File: config.mk
export PLATFORM = sky130hd
export DESIGN_NAME = kscl_keyboard
export DESIGN_NICKNAME = d
export VERILOG_FILES = /design/src/design/kscl_keyboard.v
export VERILOG_INCLUDE_DIRS = /design/src /design/src/design
export SDC_FILE = /design/constraint.sdc
export NUM_CORES = 1
export LEC_CHECK = 0
export ABC_AREA = 1
export BUFFER_PORTS_ARGS = -buffer_cell sky130_fd_sc_hd__buf_2
export CAP_MARGIN = 10
export CORE_AREA = 2 2 262 264
export CTS_BUF_LIST = sky130_fd_sc_hd__clkbuf_2 sky130_fd_sc_hd__clkbuf_4 sky130_fd_sc_hd__clkbuf_8
export CTS_CLUSTER_DIAMETER = 50
export DETAILED_ROUTE_END_ITERATION = 10
export DIE_AREA = 0 0 264 266
export GPL_TIMING_DRIVEN = 0
export HOLD_SLACK_MARGIN = 0.08
export PLACE_DENSITY = 0.54
export SLEW_MARGIN = 20
export SYNTH_ARGS = -nofsm -noshare
export SYNTH_HDL_FRONTEND = slang
export SYNTH_SLANG_ARGS = --single-unit
export TNS_END_PERCENT = 50
File: constraint.sdc
create_clock -name clock_i -period 5.8 [get_ports clock_i]
set_clock_uncertainty 0.15 [all_clocks]
set_input_delay 1.16 -clock clock_i [delete_from_list [all_inputs] [get_ports clock_i]]
set_output_delay 1.16 -clock clock_i [all_outputs]
set_load 0.05 [all_outputs]
File: src/design/kscl_defs.vh
// Constants for the keyboard scan-code link
`ifndef KSCL_DEFS_VH
`define KSCL_DEFS_VH
`define KSCL_NUM_KEYS 83
`define KSCL_BREAK_OFFSET 8'h80
`define KSCL_QUEUE_DEPTH 16
`define KSCL_QUEUE_AW 4
`define KSCL_CLK_HZ 20000000
`define KSCL_BIT_TIME_NS 400
`define KSCL_HALF_BIT_CYC ((`KSCL_BIT_TIME_NS * (`KSCL_CLK_HZ / 1000000)) / 2000)
`define KSCL_ACK_TIMEOUT_CYC 1024
`define KSCL_ROM_WORDS 16
`endif

File: src/design/kscl_keyboard.v
// Keyboard scanner, code queue and two-wire link sender
// How it works
// (RQ1) Key position n (1 to 83) is reported as the position code n, not as a character.
// (RQ2) Every key sends a make code on press and a separate break code on release.
// (RQ3) The break code is the make code plus hex 80.
// (RQ4) Up to 16 pending codes wait in an internal queue.
// (RQ5) On host request a self-test checks the code ROM, working memory and stuck keys.
// (RQ6) A code counts as delivered only after the host acknowledge handshake completes.
// (RQ7) The link is one clock line and one data line, each drivable from either end.
// (RQ8) The connector reset line is ignored and steers no state.
// (RQ9) Codes go out oldest first and stay queued until the host allows and acknowledges.
`include "kscl_defs.vh"
module kscl_keyboard #(
   parameter NUM_KEYS = `KSCL_NUM_KEYS,
   parameter HALF_BIT = `KSCL_HALF_BIT_CYC
) (
   input wire clock_i,
   input wire reset_i,
   input wire enable_i,
   input wire [NUM_KEYS-1:0] keys_i,
   input wire link_clk_i,
   output reg link_clk_o,
   output reg link_clk_oe_o,
   input wire link_data_i,
   output reg link_data_o,
   output reg link_data_oe_o,
   input wire kbd_reset_n_i,
   output reg test_done_o,
   output reg test_pass_o
);
   // One-hot states
   localparam ST_IDLE = 5'h01;
   localparam ST_SEND = 5'h02;
   localparam ST_ACK = 5'h04;
   localparam ST_TEST = 5'h08;
   localparam ST_RESULT = 5'h10;
   // Result bytes, sent in place of a scan code, and the expected ROM sum
   localparam [7:0] TEST_OK = 8'hAA;
   localparam [7:0] TEST_FAIL = 8'hFC;
   localparam [7:0] ROM_SUM = 8'h78;

   // Two-stage synchronisers for the key matrix and both link wires
   reg [NUM_KEYS-1:0] key_s1_reg;
   reg [NUM_KEYS-1:0] key_s2_reg;
   // Last level reported per key; only updated once its code is queued
   reg [NUM_KEYS-1:0] key_prev_reg;
   reg clk_s1_reg;
   reg clk_s2_reg;
   reg dat_s1_reg;
   reg dat_s2_reg;
   reg clk_prev_reg;
   // Code queue; pointers carry one extra wrap bit to tell full from empty
   reg [7:0] queue_mem [0:`KSCL_QUEUE_DEPTH-1];
   reg [`KSCL_QUEUE_AW:0] wr_ptr_reg;
   reg [`KSCL_QUEUE_AW:0] rd_ptr_reg;
   reg [4:0] state_reg;
   reg [3:0] bit_cnt_reg;
   reg [9:0] phase_cnt_reg;
   reg [10:0] ack_cnt_reg;
   reg [8:0] shift_reg;
   reg [7:0] scan_idx_reg;
   reg [7:0] test_cnt_reg;
   reg [7:0] sum_reg;
   reg mem_ok_reg;
   reg [7:0] result_reg;
   reg [7:0] ram_mem [0:`KSCL_QUEUE_DEPTH-1];

   wire [`KSCL_QUEUE_AW-1:0] wr_addr = wr_ptr_reg[`KSCL_QUEUE_AW-1:0];
   wire [`KSCL_QUEUE_AW-1:0] rd_addr = rd_ptr_reg[`KSCL_QUEUE_AW-1:0];
   wire q_empty = (wr_ptr_reg == rd_ptr_reg);
   wire q_full = (wr_addr == rd_addr) &&
      (wr_ptr_reg[`KSCL_QUEUE_AW] != rd_ptr_reg[`KSCL_QUEUE_AW]);
   wire host_allows = clk_s2_reg && dat_s2_reg;
   wire clk_rise = clk_s2_reg && !clk_prev_reg;
   // Our own release of the clock wire shows up as a rise at count 3;
   // only a later rise is the host's acknowledge pulse
   wire host_ack = clk_rise && (ack_cnt_reg > 11'h003);
   // A pending result blocks a new test, so a clock held low runs it once
   wire test_req = !clk_s2_reg && !link_clk_oe_o && (state_reg == ST_IDLE) &&
      (result_reg == 8'h00);
   wire scan_now = key_s2_reg[scan_idx_reg[6:0]];
   wire scan_old = key_prev_reg[scan_idx_reg[6:0]];
   wire scan_chg = scan_now != scan_old;
   wire [7:0] make_code = scan_idx_reg + 8'h01;                        // RQ1
   wire [7:0] scan_code = scan_now ? make_code : make_code + `KSCL_BREAK_OFFSET; // RQ2 RQ3
   wire [7:0] rom_word = {4'h0, test_cnt_reg[3:0]};
   // Pass needs ROM sum, memory pattern and no key held down
   wire test_ok = mem_ok_reg && (sum_reg == ROM_SUM) && (key_s2_reg == {NUM_KEYS{1'b0}});

   // One clocked process; enable_i low freezes every register
   always @(posedge clock_i) begin
      if (reset_i) begin
         key_s1_reg <= {NUM_KEYS{1'b0}};
         key_s2_reg <= {NUM_KEYS{1'b0}};
         key_prev_reg <= {NUM_KEYS{1'b0}};
         clk_s1_reg <= 1'b1;
         clk_s2_reg <= 1'b1;
         dat_s1_reg <= 1'b1;
         dat_s2_reg <= 1'b1;
         clk_prev_reg <= 1'b1;
         wr_ptr_reg <= 5'h00;
         rd_ptr_reg <= 5'h00;
         state_reg <= ST_IDLE;
         bit_cnt_reg <= 4'h0;
         phase_cnt_reg <= 10'h000;
         ack_cnt_reg <= 11'h000;
         shift_reg <= 9'h000;
         scan_idx_reg <= 8'h00;
         test_cnt_reg <= 8'h00;
         sum_reg <= 8'h00;
         mem_ok_reg <= 1'b1;
         result_reg <= 8'h00;
         link_clk_o <= 1'b0;
         link_clk_oe_o <= 1'b0;
         link_data_o <= 1'b0;
         link_data_oe_o <= 1'b0;
         test_done_o <= 1'b0;
         test_pass_o <= 1'b0;
      end else if (enable_i) begin
         // Pins are asynchronous to clock_i; kbd_reset_n_i is never sampled
         key_s1_reg <= keys_i;                                         // RQ8
         key_s2_reg <= key_s1_reg;
         clk_s1_reg <= link_clk_i;
         clk_s2_reg <= clk_s1_reg;
         dat_s1_reg <= link_data_i;
         dat_s2_reg <= dat_s1_reg;
         clk_prev_reg <= clk_s2_reg;
         // Round-robin scan; a change is only latched once queued, so a full
         // queue delays the report instead of losing it
         // Scanning pauses during the self-test
         if (state_reg != ST_TEST) begin
            if (!scan_chg || !q_full) begin
               scan_idx_reg <= (scan_idx_reg == NUM_KEYS - 1) ? 8'h00 : scan_idx_reg + 8'h01;
            end
            if (scan_chg && !q_full) begin                             // RQ4
               queue_mem[wr_addr] <= scan_code;
               wr_ptr_reg <= wr_ptr_reg + 5'h01;
               key_prev_reg[scan_idx_reg[6:0]] <= scan_now;
            end
         end
         case (state_reg)
            ST_IDLE: begin
               link_clk_oe_o <= 1'b0;
               link_data_oe_o <= 1'b0;
               if (test_req) begin                                     // RQ5
                  state_reg <= ST_TEST;
                  test_cnt_reg <= 8'h00;
                  sum_reg <= 8'h00;
                  mem_ok_reg <= 1'b1;
                  test_done_o <= 1'b0;
               end else if ((!q_empty || result_reg != 8'h00) && host_allows) begin // RQ9
                  // Start bit 0, then 8 data bits LSB first
                  // Self-test result goes out ahead of any queued key codes
                  shift_reg <= {(result_reg != 8'h00) ? result_reg :
                     queue_mem[rd_addr], 1'b0};
                  bit_cnt_reg <= 4'h0;
                  // Starts one below zero: the enables rise a cycle later, and the
                  // first low half must still last HALF_BIT cycles
                  phase_cnt_reg <= 10'h3FF;
                  state_reg <= ST_SEND;
               end
            end
            ST_SEND: begin
               // Keyboard makes the link clock by division of clock_i
               // Data only moves while the clock is low; the host samples on the rise
               link_data_oe_o <= 1'b1;                                 // RQ7
               link_clk_oe_o <= 1'b1;
               link_data_o <= shift_reg[0];
               if (phase_cnt_reg == HALF_BIT - 1) begin
                  phase_cnt_reg <= 10'h000;
                  link_clk_o <= ~link_clk_o;
                  if (link_clk_o) begin
                     shift_reg <= {1'b1, shift_reg[8:1]};
                     if (bit_cnt_reg == 4'h8) begin
                        state_reg <= ST_ACK;
                        ack_cnt_reg <= 11'h000;
                     end else begin
                        bit_cnt_reg <= bit_cnt_reg + 4'h1;
                     end
                  end
               end else begin
                  phase_cnt_reg <= phase_cnt_reg + 10'h001;
               end
            end
            ST_ACK: begin
               // Release both lines; host pulses the clock low then high
               link_clk_oe_o <= 1'b0;
               link_data_oe_o <= 1'b0;
               link_clk_o <= 1'b0;
               ack_cnt_reg <= ack_cnt_reg + 11'h001;
               if (host_ack) begin                                     // RQ6
                  if (result_reg != 8'h00) begin
                     result_reg <= 8'h00;
                  end else begin
                     rd_ptr_reg <= rd_ptr_reg + 5'h01;                 // RQ9
                  end
                  state_reg <= ST_IDLE;
               end else if (ack_cnt_reg == `KSCL_ACK_TIMEOUT_CYC) begin
                  // No pulse from the host: pointer stays, so the code goes again
                  state_reg <= ST_IDLE;                                // Retry same code
               end
            end
            ST_TEST: begin
               // One pass: ROM sum, RAM write/read, stuck-key check
               test_cnt_reg <= test_cnt_reg + 8'h01;
               if (test_cnt_reg < `KSCL_ROM_WORDS) begin
                  sum_reg <= sum_reg + rom_word;                       // RQ5
                  ram_mem[test_cnt_reg[3:0]] <= ~test_cnt_reg;
               end else if (test_cnt_reg < 2 * `KSCL_ROM_WORDS) begin
                  if (ram_mem[test_cnt_reg[3:0]] != ~{4'h0, test_cnt_reg[3:0]})
                     mem_ok_reg <= 1'b0;
               end else begin
                  state_reg <= ST_RESULT;
               end
            end
            ST_RESULT: begin
               test_done_o <= 1'b1;
               test_pass_o <= test_ok;                                 // RQ5
               result_reg <= test_ok ? TEST_OK : TEST_FAIL;
               state_reg <= ST_IDLE;
            end
            default: state_reg <= ST_IDLE;
         endcase
      end
   end
endmodule // kscl_keyboard

==> results.yml, run 1 <==
die:
  ioPinCount: 95
  fp.dieArea_um2: 70220
  die_h_um: 266
  num_rows: 96
  core-area_um2: 67750
  initial_utilization: 0.3957
  die_x_um: 264
drt:
  drtAntennaViolNets: 0
  detail_route.wl_per_cell_um: 18.29
  vias: 23620
  viasPerCell: 5.350
  drc: 0
  drt_first_iter_violations: 1879
  firstDrtPassIters: 6
  routed_wl_mm: 80.72
logic_synthesis:
  syn_area_per_cell_um2: 8.256
  synth_nets: 3357
  syn_inst: 3247
  synth_edf_count: 256
  seq_area_frac_synth: 0.5437
  netlist_area_um2: 26810
  synth-main-ff-cell: "dfxtp_1"
  yosys_warnings: 0
  synth_cell_types: 47
  ys_async_sr_fraction: 0
  synth-seq-cells: 600
sta:
  slew_headroom: 0.1691
  setup_violations: 0
  period_share: 0.7419
  hold_violations: 0
  max_freq_mhz: 232.4
  worst_pin_slew_ns: 1.242
  slew_violations: 0
  holdWs_ns: 0.2931
  period_needed_ns: 4.303
  rsz0062_at_grt: "no"
  timing.setup.tns_ns: 0
power:
  peakVddDrop_uv: 168.8
  powerDensity_nw_per_um2: 332.0
  power_leakage_uw: 0.01137
global_routing:
  gr-max-usage-layer: "met2"
  grt.total_usage: 0.2271
  antenna_found_initial: 1
  met3_usage: 0.03290
  grt_pass1_vias: 22890
  grt_pass1_wl_mm: 126.0
  grt_start_max_net_pins: 27
  overflow: 0
  grtUsageMet2: 0.3711
  met1_usage: 0.3041
critical_path:
  arrival_ns: 4.47
  cp.required_ns: 5.96
  reg2reg_setup_slack_ns: 1.50
  crit_type: "reg -> reg"
  max_stage_delay_ns: 0.94
  path_max_fanout: 8
  critPathSlowestCell: "nor2_1"
  worst_setup_path_end_kind: "register"
  startpoint_type: "register"
  path_cells: "inv_2 -> nor2_1 -> nand2_1 -> o21bai_1 -> nand2_1 -> nor2_2 -> nand2_1 -> nor2_2 -> nand2_4 -> nand3_4 -> nor2_4 -> nand2_1 -> nor2_1"
  crit_path_frequent_cell: "nand2_1"
run:
  maxCapViolations: 0
clock_network:
  numCtsBuffers: 102
  cts_resized: 0
  clk_pin_slew_ns: 0.06
  cts_buffer_depth: 3
  cts_tree: "done"
  cts_sinks: 600
  insertion_delay_ns: 0.73
  clock-root-buffer: "clkbuf_8"
  cts_setup_buffers: 0
  cts_max_level: 3
  holdBufCountCts: 0
placed_design:
  place_congestion: 0.8850
  dp_cells: 4222
  port_buffers: 92
  hpwl_mm: 55.32
layout:
  final_common_cell: "nand2_1"
  fillCellCount: 6770
  layout_common_cells: "nand2_1, nor2_1, dfxtp_1"
  nNetsFinal: 3554
  stdcell_count: 4414
  syn2layout_area_growth_pct: 14.31
  drive_gt1_frac: 0.1057
hold_path:
  min_path_type: "reg -> reg"
status:
  status: "completed"
## routing by layer
metal	wire length (um)	up-vias
li1	-	11440
met3	5053	159
met4	2672	0
met1	36170	11230
met2	36820	781
met5	0	-
## final timing paths
check | startpoint | endpoint | depth (start not counted)
hold / removal | key_prev_reg[7] | key_prev_reg[7] | 2
setup / recovery | scan_idx_reg[4] | queue_mem[4][6] | 13
setup reg to reg | scan_idx_reg[4] | queue_mem[4][6] | 13
hold reg to reg | key_prev_reg[7] | key_prev_reg[7] | 2
## metrics by stage
step / area [um2] / power (uW) / utilization / worst slack, ns
3_5_place_dp: 28400 / 6136 / 0.4193 / 1.184
4_1_cts: 30620 / 10240 / 0.4521 / 1.612
5_1_grt: 30640 / 10610 / 0.4523 / 1.342
3_3_place_gp: 28370 / 6101 / 0.4188 / 1.254
6_report: 30640 / 10170 / 0.4523 / 1.497
2_1_floorplan: 26810 / 5628 / - / 2.571
## cells in the mapped netlist, types with 20 or more instances
library cell	instances	area share
edfxtp_1	256	0.29
inv_1	182	0.025
buf_1	21	0.0029
nor4_1	26	0.0061
ha_1	20	0.0093
nand2_1	629	0.088
o211ai_1	24	0.0067
nand4_1	186	0.043
o221ai_1	30	0.0098
o21ai_0	324	0.060
dfxtp_1	344	0.26
buf_2	40	0.0075
nor2_1	624	0.087
nand3_1	92	0.017
nor3_1	25	0.0047
clkbuf_1	124	0.017
a21oi_1	152	0.028
## report_power, final
part           total [uW]  internal (uW)  leakage, uW  switching (uW)
clock                4100           2300      0.00117            1800
combinational        1370            352      0.00536            1020
sequential           4700           4590      0.00483             109
total               10200           7240       0.0114            2930
## critical path: cells and delay by family (launching register included)
family	cells	cell delay, ns
buf+inv	1	0.09
simple gates	11	2.96
compound gates	1	0.25
flops	1	0.44
## cell type report
type                    count  area, um2  share of cell area
multi-input cells        2243      10560              0.3445
clock buffers             146       1803             0.05884
plain buffers             209      977.2             0.03189
diodes                      2      5.005           0.0001633
well taps                 882       1104             0.03601
flip-flops and latches    600      14570              0.4756
repair buffers             93      471.7             0.01539
inverters                 195      732.0             0.02389
clock inverters            44      417.9             0.01364
## kinds of logic after synthesis
logic type	share of synthesized area
compound gates	0.1208
xor+xnor	0.006208
fa+ha+maj	0.01008
buf+inv	0.06376
flops	0.5437
simple gates	0.2554
No activity file was read; power rests on OpenSTA's default activity.
==> run 2: changes to the inputs <==
Settings changed: PLACE_DENSITY 0.54 to 0.56.
Clock period 5.8 ns to 3.7 ns, I/O delays scaled along.
==> run 2 against run 1 <==
Sequential share of layout area decreased by 1.3 points; hold slack got worse by 0.17 ns; core utilization increased by 1.3 points; combinational power increased by 61%; register-to-register slack got worse by 1.3 ns; flip-flop and latch count unchanged; fmax increased by 23%; power increased by 56%; critical endpoint is now queue_mem[2][3]; final cell count increased by 1.6%; via count decreased by 0.59%; sequential power increased by 57%; cell area increased by 2.8%.
==> results.yml, run 2 (synthesized netlist as in run 1, its figures left out) <==
status:
  status: "completed"
critical_path:
  worst_setup_path_end_kind: "register"
  cp.required_ns: 3.93
  startpoint_type: "register"
  arrival_ns: 3.72
  critPathSlowestCell: "nor2_4"
  critical-path-top-delay-family: "simple AND/OR/NAND/NOR gates"
  crit_type: "reg -> reg"
  max_stage_delay_ns: 0.37
  path_max_fanout: 10
  crit_path_frequent_cell: "nand2_1"
  path_cells: "buf_2 -> inv_1 -> clkbuf_2 -> nand2_1 -> nand2_1 -> nand2_1 -> nand2_1 -> o21ai_2 -> nand3_4 -> nand2_4 -> nand3_4 -> nor2_4 -> nand2_1 -> nor2_4"
  cp_num_buf_inv: 3
clock_network:
  numCtsBuffers: 104
  clock-root-buffer: "clkbuf_8"
  cts_max_level: 3
  cts_tree: "done"
  cts_buffer_depth: 3
  clk_pin_slew_ns: 0.06
  insertion_delay_ns: 0.74
  cts_sinks: 600
placed_design:
  place_area_um2: 28420
  port_buffers: 92
  dp_slack_ns: -0.4526
  place_congestion: 0.8515
  hpwl_mm: 52.59
layout:
  fin_util: 0.4649
  nNetsFinal: 3632
  layout_common_cells: "nand2_1, nor2_1, dfxtp_1"
  fillCellCount: 6812
  drive_gt1_frac: 0.1125
  finalInstanceArea_um2: 31500
  final_common_cell: "nand2_1"
  syn2layout_area_growth_pct: 17.49
global_routing:
  overflow: 0
  grt_pass1_wl_mm: 124.5
  grt.total_usage: 0.2243
  grt_pass1_vias: 22470
  grt_start_max_net_pins: 27
  antenna_found_initial: 1
sta:
  slew_violations: 0
  max_freq_mhz: 286.6
  period_needed_ns: 3.489
  timing.setup.tns_ns: 0
  period_share: 0.9431
  rsz0062_at_grt: "yes"
  slew_headroom: 0.3256
  layout_setup_ws_ns: 0.2105
  worst_pin_slew_ns: 1.012
  hold_violations: 0
  setup_violations: 0
hold_path:
  min_path_type: "in -> reg"
die:
  die_h_um: 266
  fp.dieArea_um2: 70220
  ioPinCount: 95
  die_x_um: 264
  initial_utilization: 0.3957
  core-area_um2: 67750
  num_rows: 96
drt:
  firstDrtPassIters: 5
  detail_route.wl_per_cell_um: 17.80
  viasPerCell: 5.236
  vias: 23480
  drt_first_iter_violations: 1810
  routed_wl_mm: 79.83
  drc: 0
  drtAntennaViolNets: 0
power:
  power_leakage_uw: 0.01169
  powerDensity_nw_per_um2: 503.5
  peakVddDrop_uv: 303.4
run:
  maxCapViolations: 0
[run 2: cell count changes in the layout (fill, tap and decap cells not counted), sizes merged]
cell / previous run / this run
clkbuf: 270 / 279
clkinvlp: 3 / 4
bufinv: 6 / 3
buf: 178 / 183
dlygate4sd3: 0 / 67
diode: 2 / 1
clkinv: 36 / 28
[run 2: power by group]
part           leakage (uW)  internal [uW]  total [uW]  switching (uW)
Clock               0.00113           3430        6280            2850
Combinational       0.00573            615        2210            1590
Sequential          0.00483           7200        7370             174
Total                0.0117          11200       15900            4610
[run 2: cell type report]
type,count,area [um2],share of cell area
multi-input cells,2243,10710,0.3399
diodes,1,2.502,0.00007945
clock inverters,34,290.3,0.009216
well taps,882,1104,0.03504
clock buffers,151,1847,0.05863
inverters,195,732.0,0.02324
flip-flops and latches,600,14570,0.4627
repair buffers,169,1247,0.03961
plain buffers,209,993.5,0.03154
[run 2: tightest hold or removal path, stage by stage]
cell and delay (ns):
buf_2 0.12, nand2_1 0.06, nand3_1 0.07
[run 2: path summary, 6_finish.rpt]
kind | startpoint | end | slack, ns | cells after the start
worst max register to register | scan_idx_reg[2] | queue_mem[2][3] | 0.21 | 14
worst min-delay path | link_clk_i | clk_s1_reg | 0.12 | 3
worst max-delay path | scan_idx_reg[2] | queue_mem[2][3] | 0.21 | 14
worst min register to register | key_prev_reg[35] | key_prev_reg[35] | 0.29 | 2
[run 2: what timing repair did]
| item | in CTS | in global routing |
|---|---|---|
| hold buffers | 67 | 0 |
| endpoints found under the setup margin | 144 | 144 |
| buffers inserted | 0 | 9 |
| gates resized for setup | 28 | 26 |
| hold endpoints to repair | 67 | 0 |
| pin swaps | 0 | 7 |
[run 2: stage by stage]
step / hold WS (ns) / instances / power [uW]
floorplan: 0.2691 / 3247 / 8822
CTS: 0.08061 / 4474 / 15950
global placement: 0.2855 / 4221 / 9586
detailed placement: 0.2852 / 4222 / 9599
global route: 0.1120 / 4484 / 16530
finish: 0.1250 / 4484 / 15860
[run 2: layer usage]
metal	track usage	share of wire	up-vias
met5	0	0	-
met1	0.3090	0.47	10990
met2	0.3596	0.45	734
met3	0.03281	0.056	131
met4	0.08108	0.027	0
li1	-	-	11620
